--- src/include/geo_pkg.sv ---
// shared constants for the event-driven general-purpose pin block
package geo_pkg;
  localparam int GEO_AW = 8;
  localparam int GEO_DW = 8;
  localparam int GEO_PINS = 8;
  localparam int GEO_EVT_PINS = 4;
  localparam int GEO_NUM_EDO = 2;
  localparam int GEO_SYNC_STAGES = 2;

  // register offsets
  localparam logic [7:0] ADDR_PIN_CONFIG_2 = 8'h02;
  localparam logic [7:0] ADDR_PIN_CONFIG_3 = 8'h03;
  localparam logic [7:0] ADDR_PIN_BHV_LOW = 8'h09;
  localparam logic [7:0] ADDR_PIN_BHV_HIGH = 8'h0A;
  localparam logic [7:0] ADDR_EDO_ENABLE = 8'h16;
  localparam logic [7:0] ADDR_OVH_MASK = 8'h31;
  localparam logic [7:0] ADDR_TERM_MASK = 8'h35;
  localparam logic [7:0] ADDR_EMASK_A = 8'h37;
  localparam logic [7:0] ADDR_EMASK_B = 8'h38;
  localparam logic [7:0] ADDR_HOST_TS2 = 8'hB9;
  localparam logic [7:0] ADDR_HOST_DS1 = 8'hBE;
  localparam logic [7:0] ADDR_PIN_STATUS = 8'hBF;
  localparam logic [7:0] ADDR_MGMT_TS2 = 8'hC1;
  localparam logic [7:0] ADDR_MGMT_DS1 = 8'hC6;

  // reset values
  localparam logic [7:0] RST_PIN_CONFIG_2 = 8'h40;
  localparam logic [7:0] RST_PIN_CONFIG_3 = 8'h00;
  localparam logic [7:0] RST_PIN_BHV = 8'h00;
  localparam logic [7:0] RST_EDO_ENABLE = 8'h00;
  localparam logic [7:0] RST_MASK = 8'h00;
  localparam logic [7:0] RST_ZERO = 8'h00;

  // field positions
  localparam int CFG2_BOOST0_BIT = 3;
  localparam int CFG3_CI_CLEAR_BIT = 5;
  localparam int EMASK_VOLT_BIT = 7;
  localparam int EMASK_OVERHEAT_PIN_BIT = 6;
  localparam int EMASK_FAN_BIT = 5;
  localparam logic [7:0] EMASK_ALL_IGNORE = 8'hEF;
  localparam int EDO_EN_LSB = 0;
  localparam int EDO_PIN_LSB = 4;
  localparam int TS2_OVH_LSB = 0;
  localparam int DS1_TERM_LSB = 4;
  localparam int DS1_CI_BIT = 7;
  localparam int OVH_MASK_LSB = 0;
  localparam int TERM_MASK_LSB = 4;
endpackage

--- src/rtl/geo_event_gpio.sv ---
// general-purpose open-drain pins with event-driven outputs and fault inputs
`timescale 1ns/10ps

// Summary of operation
// - eight open-drain pins; 1-4 trigger events, 5-6 event outputs, 7-8 plain
// - direction bit 1 makes the pin an output, 0 an input
// - polarity bit 1 means active high, 0 active low
// - input pin status is read-only and shows the asserted level
// - output pin status is writable and drives the asserted level
// - mask bit stops a pin status from reaching the interrupt
// - output pins are masked from the interrupt automatically
// - any of pins 1-4 can latch either event output; one mask each
// - mask bits 3..0 exclude pins 4..1; output takes OR of the rest
// - mask bits 7,6,5 gate voltage, temperature, fan fail; 1 ignores
// - enabled event drives output to its polarity, held if latch set
// - overheat inputs set status bits in host and management copies
// - overheat input forces fans full speed when enabled in config 2
// - mask register blocks overheat inputs from the warning output
// - termination inputs recorded in status bits 4 and 5, both copies
// - mask register blocks termination inputs from the warning output
// - rising intrusion input latches status bit 7 and interrupts
// - intrusion bit held until clear bit written 1; software then writes 0
// - intrusion monitoring off while backup cell reads below its limit
// - intrusion latched during power off interrupts only once powered
// - behaviour registers: pins 1-4 low, 5-8 high, direction odd bits
module geo_event_gpio
  import geo_pkg::*;
#(
  parameter int NUM_PINS = GEO_PINS,
  parameter int SYNC_STAGES = GEO_SYNC_STAGES
) (
  input wire logic ref_clk,
  input wire logic rst_n,
  input wire logic [NUM_PINS-1:0] gpio_in,
  output logic [NUM_PINS-1:0] gpio_out,
  output logic [NUM_PINS-1:0] gpio_oe,
  input wire logic [GEO_AW-1:0] reg_addr,
  input wire logic [GEO_DW-1:0] reg_wdata,
  input wire logic reg_wr,
  input wire logic reg_rd,
  output logic [GEO_DW-1:0] reg_rdata,
  input wire logic [1:0] regulator_overheat_input,
  input wire logic [1:0] bus_termination_input,
  input wire logic chassis_intrusion,
  input wire logic voltage_event,
  input wire logic overtemp_event,
  input wire logic fan_fail_event,
  input wire logic [GEO_NUM_EDO-1:0] event_latch_en,
  input wire logic [7:0] backup_cell_voltage,
  input wire logic [7:0] backup_cell_low_limit,
  input wire logic main_power_on,
  output logic int_out,
  output logic alert_out,
  output logic fan_full_speed,
  output logic [GEO_NUM_EDO-1:0] edo_active
);

  localparam int NIN = NUM_PINS + 5;

  if (NUM_PINS != GEO_PINS) begin : g_chk_pins
    $error("pin count must be eight");
  end
  if (SYNC_STAGES < 2) begin : g_chk_sync
    $error("synchroniser needs at least two stages");
  end

  logic [7:0] pin_config_2_r;
  logic [7:0] pin_config_3_r;
  logic [7:0] pin_behaviour_low_r;
  logic [7:0] pin_behaviour_high_r;
  logic [7:0] edo_enable_r;
  logic [7:0] overheat_input_mask_r;
  logic [7:0] termination_input_mask_r;
  logic [7:0] event_output_mask_a_r;
  logic [7:0] event_output_mask_b_r;
  logic [NUM_PINS-1:0] out_stat_r;
  logic [1:0] ovh_host_r;
  logic [1:0] ovh_mgmt_r;
  logic [1:0] term_host_r;
  logic [1:0] term_mgmt_r;
  logic ci_prev_r;
  logic ci_latched_r;
  logic [GEO_NUM_EDO-1:0] edo_act_r;
  logic [NIN-1:0] sync_r [SYNC_STAGES];

  logic [NIN-1:0] sync_out;
  logic [NUM_PINS-1:0] pin_lvl;
  logic [1:0] ovh_s;
  logic [1:0] term_s;
  logic ci_s;
  logic [2*NUM_PINS-1:0] bhv_all;
  logic [NUM_PINS-1:0] pin_dir;
  logic [NUM_PINS-1:0] pin_pol;
  logic [NUM_PINS-1:0] pin_asserted;
  logic [NUM_PINS-1:0] status_view;
  logic [NUM_PINS-1:0] eff_mask;
  logic pin_int;
  logic ci_mon_en;
  logic ci_rise;
  logic [GEO_NUM_EDO-1:0] edo_trig;
  logic [7:0] emask [GEO_NUM_EDO];
  logic [NUM_PINS-1:0] oe_nxt;
  logic [GEO_DW-1:0] rd_mux;
  logic wr_hit_pstat;

  // first stage feeds only the next stage
  always_ff @(posedge ref_clk) begin
    if (!rst_n) begin
      // pins idle high through their pull-ups; a zero here would look
      // like an asserted active-low input right after reset
      for (int i = 0; i < SYNC_STAGES; i++) begin
        sync_r[i] <= {5'b0_0000, {NUM_PINS{1'b1}}};
      end
    end else begin
      sync_r[0] <= {chassis_intrusion, bus_termination_input,
                    regulator_overheat_input, gpio_in};
      for (int i = 1; i < SYNC_STAGES; i++) begin
        sync_r[i] <= sync_r[i-1];
      end
    end
  end

  assign sync_out = sync_r[SYNC_STAGES-1];
  assign pin_lvl = sync_out[NUM_PINS-1:0];
  assign ovh_s = sync_out[NUM_PINS+1:NUM_PINS];
  assign term_s = sync_out[NUM_PINS+3:NUM_PINS+2];
  assign ci_s = sync_out[NUM_PINS+4];

  // per pin: polarity in even bit, direction in odd bit
  assign bhv_all = {pin_behaviour_high_r, pin_behaviour_low_r};
  for (genvar k = 0; k < NUM_PINS; k++) begin : g_pin
    assign pin_dir[k] = bhv_all[2*k+1];
    assign pin_pol[k] = bhv_all[2*k];
    assign pin_asserted[k] = (pin_lvl[k] == pin_pol[k]);
  end

  // input pins show live assertion, output pins show stored value
  assign status_view = (pin_dir & out_stat_r) |
                       (~pin_dir & pin_asserted);
  assign eff_mask = event_output_mask_b_r | pin_dir;
  assign pin_int = |(status_view & ~eff_mask);
  assign wr_hit_pstat = reg_wr && (reg_addr == ADDR_PIN_STATUS);

  // configuration registers
  always_ff @(posedge ref_clk) begin
    if (!rst_n) begin
      pin_config_2_r <= RST_PIN_CONFIG_2;
      pin_config_3_r <= RST_PIN_CONFIG_3;
      pin_behaviour_low_r <= RST_PIN_BHV;
      pin_behaviour_high_r <= RST_PIN_BHV;
      edo_enable_r <= RST_EDO_ENABLE;
    end else if (reg_wr) begin
      case (reg_addr)
        ADDR_PIN_CONFIG_2: pin_config_2_r <= reg_wdata;
        ADDR_PIN_CONFIG_3: pin_config_3_r <= reg_wdata;
        ADDR_PIN_BHV_LOW: pin_behaviour_low_r <= reg_wdata;
        ADDR_PIN_BHV_HIGH: pin_behaviour_high_r <= reg_wdata;
        ADDR_EDO_ENABLE: edo_enable_r <= reg_wdata;
        default: ;
      endcase
    end
  end

  // mask registers
  always_ff @(posedge ref_clk) begin
    if (!rst_n) begin
      overheat_input_mask_r <= RST_MASK;
      termination_input_mask_r <= RST_MASK;
      event_output_mask_a_r <= RST_MASK;
      event_output_mask_b_r <= RST_MASK;
    end else if (reg_wr) begin
      case (reg_addr)
        ADDR_OVH_MASK: overheat_input_mask_r <= reg_wdata;
        ADDR_TERM_MASK: termination_input_mask_r <= reg_wdata;
        ADDR_EMASK_A: event_output_mask_a_r <= reg_wdata;
        ADDR_EMASK_B: event_output_mask_b_r <= reg_wdata;
        default: ;
      endcase
    end
  end

  // only output pins take written data; input bits stay read-only
  always_ff @(posedge ref_clk) begin
    if (!rst_n) begin
      out_stat_r <= '0;
    end else if (wr_hit_pstat) begin
      out_stat_r <= (reg_wdata & pin_dir) | (out_stat_r & ~pin_dir);
    end
  end

  // fault status copies: set wins over the clear-on-read of each copy
  always_ff @(posedge ref_clk) begin
    if (!rst_n) begin
      ovh_host_r <= '0;
      ovh_mgmt_r <= '0;
      term_host_r <= '0;
      term_mgmt_r <= '0;
    end else begin
      ovh_host_r <= ovh_s |
        (ovh_host_r & {2{~(reg_rd && reg_addr == ADDR_HOST_TS2)}});
      ovh_mgmt_r <= ovh_s |
        (ovh_mgmt_r & {2{~(reg_rd && reg_addr == ADDR_MGMT_TS2)}});
      term_host_r <= term_s |
        (term_host_r & {2{~(reg_rd && reg_addr == ADDR_HOST_DS1)}});
      term_mgmt_r <= term_s |
        (term_mgmt_r & {2{~(reg_rd && reg_addr == ADDR_MGMT_DS1)}});
    end
  end

  // intrusion: the cell must be healthy for a detection to count
  assign ci_mon_en = (backup_cell_voltage >= backup_cell_low_limit);
  assign ci_rise = ci_s && !ci_prev_r;

  always_ff @(posedge ref_clk) begin
    if (!rst_n) begin
      ci_prev_r <= 1'b0;
      ci_latched_r <= 1'b0;
    end else begin
      ci_prev_r <= ci_s;
      if (ci_rise && ci_mon_en) begin
        ci_latched_r <= 1'b1;
      end else if (pin_config_3_r[CFG3_CI_CLEAR_BIT]) begin
        ci_latched_r <= 1'b0;
      end
    end
  end

  // event-driven outputs
  assign emask[0] = event_output_mask_a_r;
  assign emask[1] = event_output_mask_b_r;
  for (genvar j = 0; j < GEO_NUM_EDO; j++) begin : g_edo
    assign edo_trig[j] =
      |(pin_asserted[GEO_EVT_PINS-1:0] & ~emask[j][GEO_EVT_PINS-1:0]) |
      (voltage_event && !emask[j][EMASK_VOLT_BIT]) |
      (overtemp_event && !emask[j][EMASK_OVERHEAT_PIN_BIT]) |
      (fan_fail_event && !emask[j][EMASK_FAN_BIT]);
  end

  // without latch the output follows its events
  always_ff @(posedge ref_clk) begin
    if (!rst_n) begin
      edo_act_r <= '0;
    end else begin
      for (int j = 0; j < GEO_NUM_EDO; j++) begin
        if (event_latch_en[j]) begin
          edo_act_r[j] <= edo_act_r[j] | edo_trig[j];
        end else begin
          edo_act_r[j] <= edo_trig[j];
        end
      end
    end
  end

  // open drain: enable means pull low
  always_comb begin
    oe_nxt = '0;
    for (int k = 0; k < NUM_PINS; k++) begin
      if (pin_dir[k]) begin
        oe_nxt[k] = out_stat_r[k] ^ pin_pol[k];
      end
    end
    // event function overrides the direction of its pin
    for (int j = 0; j < GEO_NUM_EDO; j++) begin
      if (edo_enable_r[EDO_EN_LSB + j]) begin
        oe_nxt[EDO_PIN_LSB + j] =
          edo_act_r[j] ^ pin_pol[EDO_PIN_LSB + j];
      end
    end
  end

  always_ff @(posedge ref_clk) begin
    if (!rst_n) begin
      gpio_oe <= '0;
      gpio_out <= '0;
      edo_active <= '0;
    end else begin
      gpio_oe <= oe_nxt;
      gpio_out <= '0;
      edo_active <= edo_act_r;
    end
  end

  // interrupt, warning and fan boost
  always_ff @(posedge ref_clk) begin
    if (!rst_n) begin
      int_out <= 1'b0;
      alert_out <= 1'b0;
      fan_full_speed <= 1'b0;
    end else begin
      int_out <= pin_int || (ci_latched_r && main_power_on);
      alert_out <=
        |(ovh_host_r & ~overheat_input_mask_r[OVH_MASK_LSB +: 2]) |
        |(term_host_r & ~termination_input_mask_r[TERM_MASK_LSB +: 2]);
      fan_full_speed <=
        |(ovh_s & pin_config_2_r[CFG2_BOOST0_BIT +: 2]);
    end
  end

  // register read
  always_comb begin
    rd_mux = RST_ZERO;
    case (reg_addr)
      ADDR_PIN_CONFIG_2: rd_mux = pin_config_2_r;
      ADDR_PIN_CONFIG_3: rd_mux = pin_config_3_r;
      ADDR_PIN_BHV_LOW: rd_mux = pin_behaviour_low_r;
      ADDR_PIN_BHV_HIGH: rd_mux = pin_behaviour_high_r;
      ADDR_EDO_ENABLE: rd_mux = edo_enable_r;
      ADDR_OVH_MASK: rd_mux = overheat_input_mask_r;
      ADDR_TERM_MASK: rd_mux = termination_input_mask_r;
      ADDR_EMASK_A: rd_mux = event_output_mask_a_r;
      ADDR_EMASK_B: rd_mux = event_output_mask_b_r;
      ADDR_HOST_TS2: rd_mux[TS2_OVH_LSB +: 2] = ovh_host_r;
      ADDR_MGMT_TS2: rd_mux[TS2_OVH_LSB +: 2] = ovh_mgmt_r;
      ADDR_HOST_DS1: begin
        rd_mux[DS1_TERM_LSB +: 2] = term_host_r;
        rd_mux[DS1_CI_BIT] = ci_latched_r;
      end
      ADDR_MGMT_DS1: begin
        rd_mux[DS1_TERM_LSB +: 2] = term_mgmt_r;
        rd_mux[DS1_CI_BIT] = ci_latched_r;
      end
      ADDR_PIN_STATUS: rd_mux = status_view;
      default: rd_mux = RST_ZERO;
    endcase
  end

  always_ff @(posedge ref_clk) begin
    if (!rst_n) begin
      reg_rdata <= RST_ZERO;
    end else if (reg_rd) begin
      reg_rdata <= rd_mux;
    end
  end
endmodule // geo_event_gpio

--- config.mk ---
export PLATFORM = sky130hd
export DESIGN_NAME = geo_event_gpio
export DESIGN_NICKNAME = d
export VERILOG_FILES = /design/src/include/geo_pkg.sv /design/src/rtl/geo_event_gpio.sv
export SDC_FILE = /design/constraint.sdc
export NUM_CORES = 1
export LEC_CHECK = 0
export BUFFER_PORTS_ARGS = -buffer_cell sky130_fd_sc_hd__buf_2
export CAP_MARGIN = 25
export CORE_MARGIN = 1
export CORE_UTILIZATION = 40
export CTS_CLUSTER_SIZE = 24
export DETAILED_ROUTE_END_ITERATION = 12
export PLACE_DENSITY = 0.67
export SLEW_MARGIN = 20
export SYNTH_ARGS = -nofsm -noshare
export SYNTH_HDL_FRONTEND = slang
export SYNTH_SLANG_ARGS = --single-unit
--- constraint.sdc ---
create_clock -name ref_clk -period 2.7 [get_ports ref_clk]
set_input_delay 0.405 -clock ref_clk [delete_from_list [all_inputs] [get_ports ref_clk]]
set_output_delay 0.405 -clock ref_clk [all_outputs]
set_load 0.02 [all_outputs]
==> summary.md, run 1 <==
| Metric | Value |
|---|---|
| Max Root-Sink Buffers | `2` |
| First-pass GRT wire length | `about 30,000 um` |
| Post-Route WL | `approximately 19,000 um` |
| Number of synthesized flops with an enable pin | `0` |
| Pwr Density | `roughly 650 mW/mm2` |
| Critical path capture point type | `register` |
| Filler cells | `1,542` |
| Setup violators final | `0` |
| Synth Warn # | `0` |
| Initial Util | `around two fifths` |
| Main synth FF type | `dfxtp_1` |
| Post-Synth XOR/XNOR Area | `2.502%` |
| Post-CTS setup buffer count | `0` |
| Worst skew pair latency | `between 0.4 and 0.5 ns` |
| Clock Tree Root | `clkbuf_16` |
| Nets | `~850` |
| Adder-Cell Fraction of Synth Area | `under 10%` |
| CP Launch Type | `primary input` |
| Mapped Area | `0.006301 mm2` |
| Cell area after layout | `approximately 0.0074 mm2` |
| Layout cell share with drive strength beyond 1 | `between 10% and 20%` |
| DR pass1 iterations | `7` |
| Fin crit share | `72.91%` |
| Die H | `about 130 um` |
| Worst path top cell family by delay | `simple AND/OR/NAND/NOR gates` |
| Die W | `between 100 and 150 um` |
| Max stage delay on crit path | `around 0.52 ns` |
| # hold bufs at CTS | `0` |
| Routed length per placed instance | `18.74 um` |
| Worst EP required | `approximately 3 ns` |
| Hold Crit Class | `primary input to register` |
| I/O pin total | `84` |
| Fin crit period | `1.968 ns` |
| Largest family of logic cells by synthesized area | `simple AND/OR/NAND/NOR gates` |
| Fin. Hold Viols | `0` |
| CP Buf/Inv Count | `1` |
| Row cnt | `45` |
| WHS | `approximately 0.16 ns` |
| Leak Pwr | `3.187 nW` |
| Via count | `roughly 5,600` |
| Post_cts resized | `0` |
| Worst-path fanout max | `12` |
| Vias/cell | `roughly 5.6` |
| CP Data Arrival Time | `2.28 ns` |
| Vias in the first global route | `roughly 5,300` |
| Placed instance area | `between 0.006 and 0.007 mm2` |
| Pins Over Slew Limit | `0` |
| CORE AREA | `between 0.015 and 0.02 mm2` |
| Max Cap Viol | `0` |
| Synth top cells by count | `139 x dfxtp_1, 81 x nand2_1, 73 x nor2_1, 54 x mux2i_1, 51 x a21oi_1` |
| FFs w/ async S/R, synth | `0%` |
| ANT nets after route | `0` |
| DIE AREA | `~0.016 mm2` |
| Yosys cell types | `60` |
| Post-synthesis simple-gate area fraction | `a little over a fifth` |
| Setup total negative slack | `0 ns` |
| Post-Synthesis Cells | `730` |
| Status | `complete, no violations` |
| Crit-path slowest cell | `and3_1` |
| Top post-synthesis cells by area | `dfxtp_1 44%, mux2i_1 8.6%, nand2_1 4.8%` |
| CTS tree | `done` |
| DRT iter0 DRCs | `approximately 660` |
| Initial antenna violation count | `0` |
| Grt ovf | `0` |
| Yosys reg bits | `between 100 and 150` |
| Mux cell area share after synthesis | `between 8 and 9%` |
| Least-Margin Pin Slew | `between 0.5 and 0.6 ns` |
| H-tree depth | `4` |
| HPWL Detailed | `between 10,000 and 15,000 um` |
| Final design utilization | `48.49%` |
| Total CTS buffers | `17` |
| Fmax | `0.5080 GHz` |
| Clock transition at path regs | `0.06 ns` |
| Yosys top cell area share | `around 44%` |
| RSZ-0062 raised after global routing | `no` |
| Syn avg cell area | `between 8 and 9 um2` |
| Synthesis-to-finish area growth | `17.85%` |
| Register area share after synthesis | `44.16%` |
| # clock sinks | `139` |
| Largest net degree at the start of global routing | `43` |
| Clock Skew | `about 0.0086 ns` |
| GPL Wtd Cong | `roughly 0.95` |
| Number of port buffers | `75` |
| Synth area leader | `dfxtp_1` |
| Pre-CTS setup slack | `~0.35 ns` |
| Worst setup path category | `primary input to register` |
| Slew margin rel. | `a little over three fifths` |
| DRC errors left | `0` |
| ANT cells | `0` |
| Layout Cells excl Fill | `1,014` |
| Peak supply drop | `0.4743 mV` |
| Ordered cell list for the critical path | `buf_2 -> and4bb_1 -> and2_1 -> and3_1 -> mux2i_1 -> nor2_1` |
| Total power | `just under 5 mW` |
| Placed Instances | `approximately 980` |
| Most common cell in the netlist | `dfxtp_1` |
| Setup WS post-layout | `0.7315 ns` |
| Synth Area in Compound Gates | `roughly 15%` |
| Total GRT Usage | `24.37%` |
-- flip-flops by register name (all words and copies together) (netlist names), 2 cells and up, named ones only --
name                      cells
edo_act_r                     2
overheat_input_mask_r         8
gpio_oe                       8
pin_config_2_r                8
ovh_mgmt_r                    2
edo_active                    2
ovh_host_r                    2
term_host_r                   2
pin_config_3_r                8
reg_rdata                     8
pin_behaviour_low_r           8
sync_r                       26
event_output_mask_a_r         8
edo_enable_r                  8
term_mgmt_r                   2
event_output_mask_b_r         8
pin_behaviour_high_r          8
termination_input_mask_r      8
-- logic make-up (layout without fill, tap and decap cells) --
logic type | count (synthesis) | after routing
buffers and inverters | 78 | 144
other | 1 | 8
xor gates and xnor gates | 18 | 18
muxes | 54 | 54
DFF | 139 | 139
AOI/OAI and AO/OA | 145 | 145
adders and majority gates | 8 | 8
and+or+nand+nor | 287 | 287
-- worst register-to-register path: cells and delay by family, from the launching register on --
kind	cells	cell delay, ns
flops	1	0.43
simple gates	1	0.07
compound gates	4	0.82
xor+xnor	1	0.36
-- layout make-up --
| type | instances | area, um2 | area share (%) |
|---|---|---|---|
| Multi-Input combinational cell | 520 | 3169 | 42.68 |
| Clock buffer | 20 | 456.7 | 6.150 |
| Timing Repair Buffer | 92 | 515.5 | 6.942 |
| Tap cell | 211 | 264.0 | 3.555 |
| Inverter | 20 | 75.07 | 1.011 |
| Clock inverter | 12 | 162.7 | 2.190 |
| Sequential cell | 139 | 2783 | 37.47 |
-- cells in the final DEF, fill, tap and decap left out, types with 5 or more instances in the layout --
| cell | instances |
|---|---|
| ha_1 | 8 |
| o21ai_0 | 18 |
| nor3_1 | 15 |
| conb_1 | 8 |
| o22ai_1 | 10 |
| buf_2 | 75 |
| inv_1 | 19 |
| a21oi_1 | 51 |
| nand2b_1 | 21 |
| and2_1 | 16 |
| a22oi_1 | 15 |
| nor2b_1 | 11 |
| clkbuf_16 | 17 |
| nand2_1 | 81 |
| dfxtp_1 | 139 |
| mux2i_1 | 54 |
| buf_4 | 16 |
| a211oi_1 | 5 |
| xor2_1 | 18 |
| nor2_1 | 73 |
| and3_1 | 11 |
| nand3_1 | 42 |
-- per-layer routing --
layer / track usage, % / up-vias / wire (um)
met5: 0 / - / 0
met4: 12.11 / 0 / 745
met3: 4.606 / 61 / 1500
met1: 32.61 / 2667 / 8244
met2: 37.54 / 246 / 8508
li1: - / 2660 / -
-- worst paths after layout --
kind	startpoint	end	slack [ns]	cells past startpoint
worst max-delay path	reg_addr[7]	termination_input_mask_r[7]$_SDFFE_PN0P_	0.73	6
worst max register to register	pin_behaviour_low_r[2]$_SDFFE_PN0P_	reg_rdata[1]$_SDFFE_PN0P_	0.89	6
worst min-delay path	gpio_in[1]	sync_r[0][1]$_SDFF_PN1_	0.16	2
worst min register to register	sync_r[0][0]$_SDFF_PN1_	sync_r[0][13]$_SDFF_PN1_	0.40	1
-- power breakdown --
part / total (mW) / switching (mW) / internal (mW)
registers: 2.10 / 0.0190 / 2.08
clock network: 2.43 / 0.917 / 1.51
logic: 0.305 / 0.200 / 0.105
total: 4.84 / 1.14 / 3.70
Power figures use the tool's default switching activity.
==> run 2, diff against run 1 <==
==> constraint.sdc (replaced) <==
create_clock -name ref_clk -period 2 [get_ports ref_clk]
set_input_delay 0.3 -clock ref_clk [delete_from_list [all_inputs] [get_ports ref_clk]]
set_output_delay 0.3 -clock ref_clk [all_outputs]
set_load 0.02 [all_outputs]
==> summary.md, run 2 (synthesis results as in run 1) <==
| Metric | Value |
|---|---|
| Status | `complete, no violations` |
| Clock Tree Root | `clkbuf_16` |
| DR pass1 iterations | `5` |
| Hold Crit Class | `primary input to register` |
| Post-CTS setup buffer count | `0` |
| Via count | `slightly below 6,000` |
| Grt ovf | `0` |
| CORE AREA | `0.01531 mm2` |
| I/O pin total | `84` |
| Worst-path fanout max | `4` |
| CP Data Arrival Time | `roughly 2.2 ns` |
| CP Launch Type | `register` |
| Post-Route WL | `just under 20,000 um` |
| Setup violators final | `0` |
| Vias/cell | `~5.5` |
| Synthesis-to-finish area growth | `24.23%` |
| Leak Pwr | `approximately 3.4 nW` |
| Initial antenna violation count | `0` |
| Vias in the first global route | `approximately 5,300` |
| Area of the multi-input gates | `0.003169 mm2` |
| Slew margin rel. | `approximately three fifths` |
| Routed length per placed instance | `between 15 and 20 um` |
| Max FFs per register | `26` |
| Final design utilization | `between 50 and 60%` |
| H-tree depth | `4` |
| ANT nets after route | `0` |
| Max Cap Viol | `0` |
| First-pass GRT wire length | `29,960 um` |
| Layout cell share with drive strength beyond 1 | `20.28%` |
| RSZ-0062 raised after global routing | `no` |
| DRT iter0 DRCs | `715` |
| Number of port buffers | `75` |
| Fin crit share | `91.98%` |
| CTS tree | `done` |
| Placed Instances | `roughly 1,000` |
| Total GRT Usage | `approximately 25%` |
| GPL Wtd Cong | `between 0.9 and 1` |
| Pins Over Slew Limit | `0` |
| Row cnt | `45` |
| Post_cts resized | `0` |
| Fin crit period | `roughly 1.8 ns` |
| Pwr Density | `between 800 and 900 mW/mm2` |
| Least-Margin Pin Slew | `between 0.5 and 0.6 ns` |
| Initial Util | `between 40 and 50%` |
| Die W | `between 100 and 150 um` |
| ANT cells | `0` |
| Clock Skew | `approximately 0.010 ns` |
| Total CTS buffers | `17` |
| Total power | `about 6.6 mW` |
| Worst EP required | `~2.3 ns` |
| Critical path capture point type | `register` |
| Commonest non-fill, non-tap cell in the layout | `dfxtp_1` |
| Worst setup path category | `register to register` |
| DIE AREA | `about 0.016 mm2` |
| Clock transition at path regs | `0.06 ns` |
| # clock sinks | `about 140` |
| Reg with most FFs | `sync_r` |
| Layout Cells excl Fill | `between 1,000 and 1,500` |
| Die H | `roughly 130 um` |
| Nets | `a little under 900` |
| HPWL Detailed | `about 14,000 um` |
| Largest net degree at the start of global routing | `96` |
| Filler cells | `~1,500` |
| FF/Latch Area | `~0.0028 mm2` |
| Peak supply drop | `around 0.73 mV` |
| Fmax | `0.5436 GHz` |
| DRC errors left | `0` |
| Fin. Hold Viols | `0` |
| Max Root-Sink Buffers | `2` |
| # hold bufs at CTS | `0` |
| Most frequent cells in the layout | `139 x dfxtp_1, 81 x nand2_1, 75 x buf_2` |
| Worst skew pair latency | `roughly 0.43 ns` |
-- run 2: worst paths after layout --
check,startpoint,to,slack (ns),depth (start not counted)
worst min register to register,sync_r[0][0]$_SDFF_PN1_,sync_r[0][13]$_SDFF_PN1_,0.41,1
worst min-delay path,gpio_in[3],sync_r[0][3]$_SDFF_PN1_,0.05,2
worst max register to register,pin_behaviour_low_r[4]$_SDFFE_PN0P_,reg_rdata[2]$_SDFFE_PN0P_,0.16,6
worst max-delay path,pin_behaviour_low_r[4]$_SDFFE_PN0P_,reg_rdata[2]$_SDFFE_PN0P_,0.16,6
-- run 2: layout make-up --
class | count | share of cell area (%)
multi-input combinational | 520 | 40.49
sequential | 139 | 35.55
timing repair buffer | 132 | 11.54
clock buffer | 19 | 5.659
tap | 211 | 3.373
clock inverter | 13 | 2.430
inverter | 20 | 0.9591
-- run 2: stage by stage --
stage                     hold slack (ns)  setup slack [ns]  area [um2]  setup TNS [ns]
after global placement             0.3878           -0.1172        7194         -0.7071
after detailed placement           0.3918          -0.07682        7194         -0.3548
after CTS                         0.03884            0.1963        7828               0
after global routing              0.04499           0.06674        7828               0
after floorplan                    0.3730            0.1671        6327               0
final                             0.05298            0.1603        7828               0
-- run 2: per-layer routing --
metal | global-route usage (%) | vias up | routed length, um
li1 | - | 2738 | -
met1 | 32.51 | 2743 | 8541
met2 | 39.99 | 252 | 8928
met3 | 5.193 | 34 | 1453
met4 | 9.944 | 0 | 494
met5 | 0 | - | 0
-- run 2: worst max-delay path, cell delays in order (launching register included) --
cell and delay (ns):
dfxtp_1 0.47, xor2_1 0.21, o21ai_0 0.26, a22oi_1 0.11
a311oi_1 0.40, a211oi_1 0.08, a211oi_1 0.22
-- run 2: power breakdown --
group	internal, mW	switching (mW)
registers	2.81	0.0250
logic	0.178	0.282
clock network	2.13	1.21
==> run 3, diff against run 2 <==
--- a/config.mk
+++ b/config.mk
@@ -5,13 +5,13 @@
 export SDC_FILE = /design/constraint.sdc
 export NUM_CORES = 1
 export LEC_CHECK = 0
-export BUFFER_PORTS_ARGS = -buffer_cell sky130_fd_sc_hd__buf_2
+export BUFFER_PORTS_ARGS = -buffer_cell sky130_fd_sc_hd__buf_4
 export CAP_MARGIN = 25
 export CORE_MARGIN = 1
 export CORE_UTILIZATION = 40
 export CTS_CLUSTER_SIZE = 24
 export DETAILED_ROUTE_END_ITERATION = 12
-export PLACE_DENSITY = 0.67
+export PLACE_DENSITY = 0.69
 export SLEW_MARGIN = 20
 export SYNTH_ARGS = -nofsm -noshare
 export SYNTH_HDL_FRONTEND = slang
==> constraint.sdc (replaced) <==
create_clock -name ref_clk -period 1.6 [get_ports ref_clk]
set_input_delay 0.24 -clock ref_clk [delete_from_list [all_inputs] [get_ports ref_clk]]
set_output_delay 0.24 -clock ref_clk [all_outputs]
set_load 0.02 [all_outputs]
==> summary.md, run 3 (synthesis results as in run 1) <==
| Metric | Value |
|---|---|
| Critical path capture point type | `register` |
| CP Launch Type | `register` |
| Setup WS post-layout | `about 0.03 ns` |
| Grt ovf | `0` |
| Number of port buffers | `between 70 and 80` |
| Placed instance area | `between 0.007 and 0.008 mm2` |
| Clock Tree Root | `clkbuf_16` |
| DR pass1 iterations | `5` |
| HPWL Detailed | `14,360 um` |
| GPL Wtd Cong | `0.9476` |
| Fin crit share | `between 90% and 100%` |
| RSZ-0062 raised after global routing | `no` |
| Pins Over Slew Limit | `0` |
| Fin crit period | `around 1.6 ns` |
| Status | `complete, no violations` |
| Setup violators final | `0` |
| Pwr Density | `just under 1000 mW/mm2` |
| DIE AREA | `between 0.015 and 0.02 mm2` |
| Via count | `~5,800` |
| Worst skew pair latency | `approximately 0.43 ns` |
| Max FFs per register | `26` |
| Most frequent cells in the layout | `156 x buf_4, 139 x dfxtp_1, 81 x nand2_1` |
| Initial Util | `a little over 40%` |
| Peak supply drop | `between 1 and 1.5 mV` |
| CP Data Arrival Time | `1.85 ns` |
| Post-Route WL | `19,900 um` |
| Die H | `~130 um` |
| Total GRT Usage | `around a quarter` |
| Hold Crit Class | `primary input to register` |
| Largest net degree at the start of global routing | `96` |
| CTS tree | `done` |
| First-pass GRT wire length | `approximately 31,000 um` |
| Final design utilization | `a little over half` |
| Placed Instances | `around 1,100` |
| Initial antenna violation count | `0` |
| Clock Skew | `around 0.008 ns` |
| CORE AREA | `roughly 0.015 mm2` |
| I/O pin total | `84` |
| H-tree depth | `4` |
| Fin. Hold Viols | `0` |
| Layout cell share with drive strength beyond 1 | `a little under a quarter` |
| Row cnt | `45` |
| Pre-CTS setup slack | `-0.3539 ns` |
| DRC errors left | `0` |
| Vias in the first global route | `around 5,600` |
| Total CTS buffers | `17` |
| Vias/cell | `~5.4` |
| Filler cells | `between 1,000 and 1,500` |
| Cell area after layout | `0.008234 mm2` |
| ANT nets after route | `0` |
| Die W | `127.5 um` |
| Synthesis-to-finish area growth | `30.68%` |
| Clock transition at path regs | `around 0.060 ns` |
| Max Cap Viol | `0` |
| Routed length per placed instance | `between 15 and 20 um` |
| Fmax | `~0.64 GHz` |
| Leak Pwr | `roughly 3.6 nW` |
| Hold Path Depth | `2` |
| Worst setup path category | `register to register` |
| Setup total negative slack | `0 ns` |
| Worst R2R Path Depth | `4` |
| # clock sinks | `139` |
| Layout Cells excl Fill | `1,090` |
| ANT cells | `0` |
| DRT iter0 DRCs | `approximately 620` |
| Worst-path fanout max | `4` |
| Max Root-Sink Buffers | `2` |
| Reg with most FFs | `sync_r` |
| Commonest non-fill, non-tap cell in the layout | `buf_4` |
| Worst EP required | `~1.9 ns` |
| Nets | `a little over 900` |
run 3: cell types whose count changed in the layout (fill, tap and decap cells not counted), sizes merged:
cell | before | now
buf | 132 | 162
dlygate4sd3 | 0 | 7
bufinv | 4 | 1
clkbuf | 19 | 22
clkinv | 3 | 5
clkinvlp | 4 | 2
inv | 22 | 21
run 3: timing repair:
| action | in CTS | in global routing |
|---|---|---|
| buffers inserted | 0 | 0 |
| endpoints found under the setup margin | 0 | 8 |
| hold buffers | 6 | 1 |
| gates resized for setup | 0 | 5 |
| hold endpoints to repair | 6 | 1 |
run 3: report_power, final:
group	switching, mW	internal, mW
sequential	0.0307	3.52
clock	1.48	2.26
combinational	0.356	0.285
run 3: cell type report:
class                           instances  area [um2]  area share (%)
Multi-Input combinational cell        520        3187           38.70
Sequential cell                       139        2783           33.79
Timing Repair Buffer                  169        1361           16.53
Clock buffer                           22       474.2           5.759
Tap cell                              211       264.0           3.206
Clock inverter                          9       90.09           1.094
Inverter                               20       75.07          0.9117
run 3: per-layer routing:
layer	vias up	GRT usage, %	wire (um)
met5	-	0	0
met4	0	9.384	493
met3	44	5.318	1484
met2	246	39.57	8930
met1	2744	35.21	8992
li1	2810	-	-
run 3: critical path: stages, from the launching register on:
cell	delay [ns]
dfxtp_1	0.38
a22o_1	0.23
a32o_1	0.27
a221oi_1	0.36
a41oi_1	0.18
run 3: worst paths after layout:
kind / slack (ns) / start / to
min: 0.02 / gpio_in[2] / sync_r[0][2]$_SDFF_PN1_
max: 0.03 / event_output_mask_b_r[0]$_SDFFE_PN0P_ / reg_rdata[0]$_SDFFE_PN0P_
min reg2reg: 0.41 / sync_r[0][4]$_SDFF_PN1_ / sync_r[0][17]$_SDFF_PN1_
max reg2reg: 0.03 / event_output_mask_b_r[0]$_SDFFE_PN0P_ / reg_rdata[0]$_SDFFE_PN0P_
run 3: stage by stage:
stage | power, mW | hold slack (ns)
2_1_floorplan | 3.942 | 0.3130
3_3_place_gp | 4.237 | 0.3881
3_5_place_dp | 4.240 | 0.3914
4_1_cts | 7.969 | 0.003230
5_1_grt | 8.190 | 0.003776
6_report | 7.927 | 0.02007
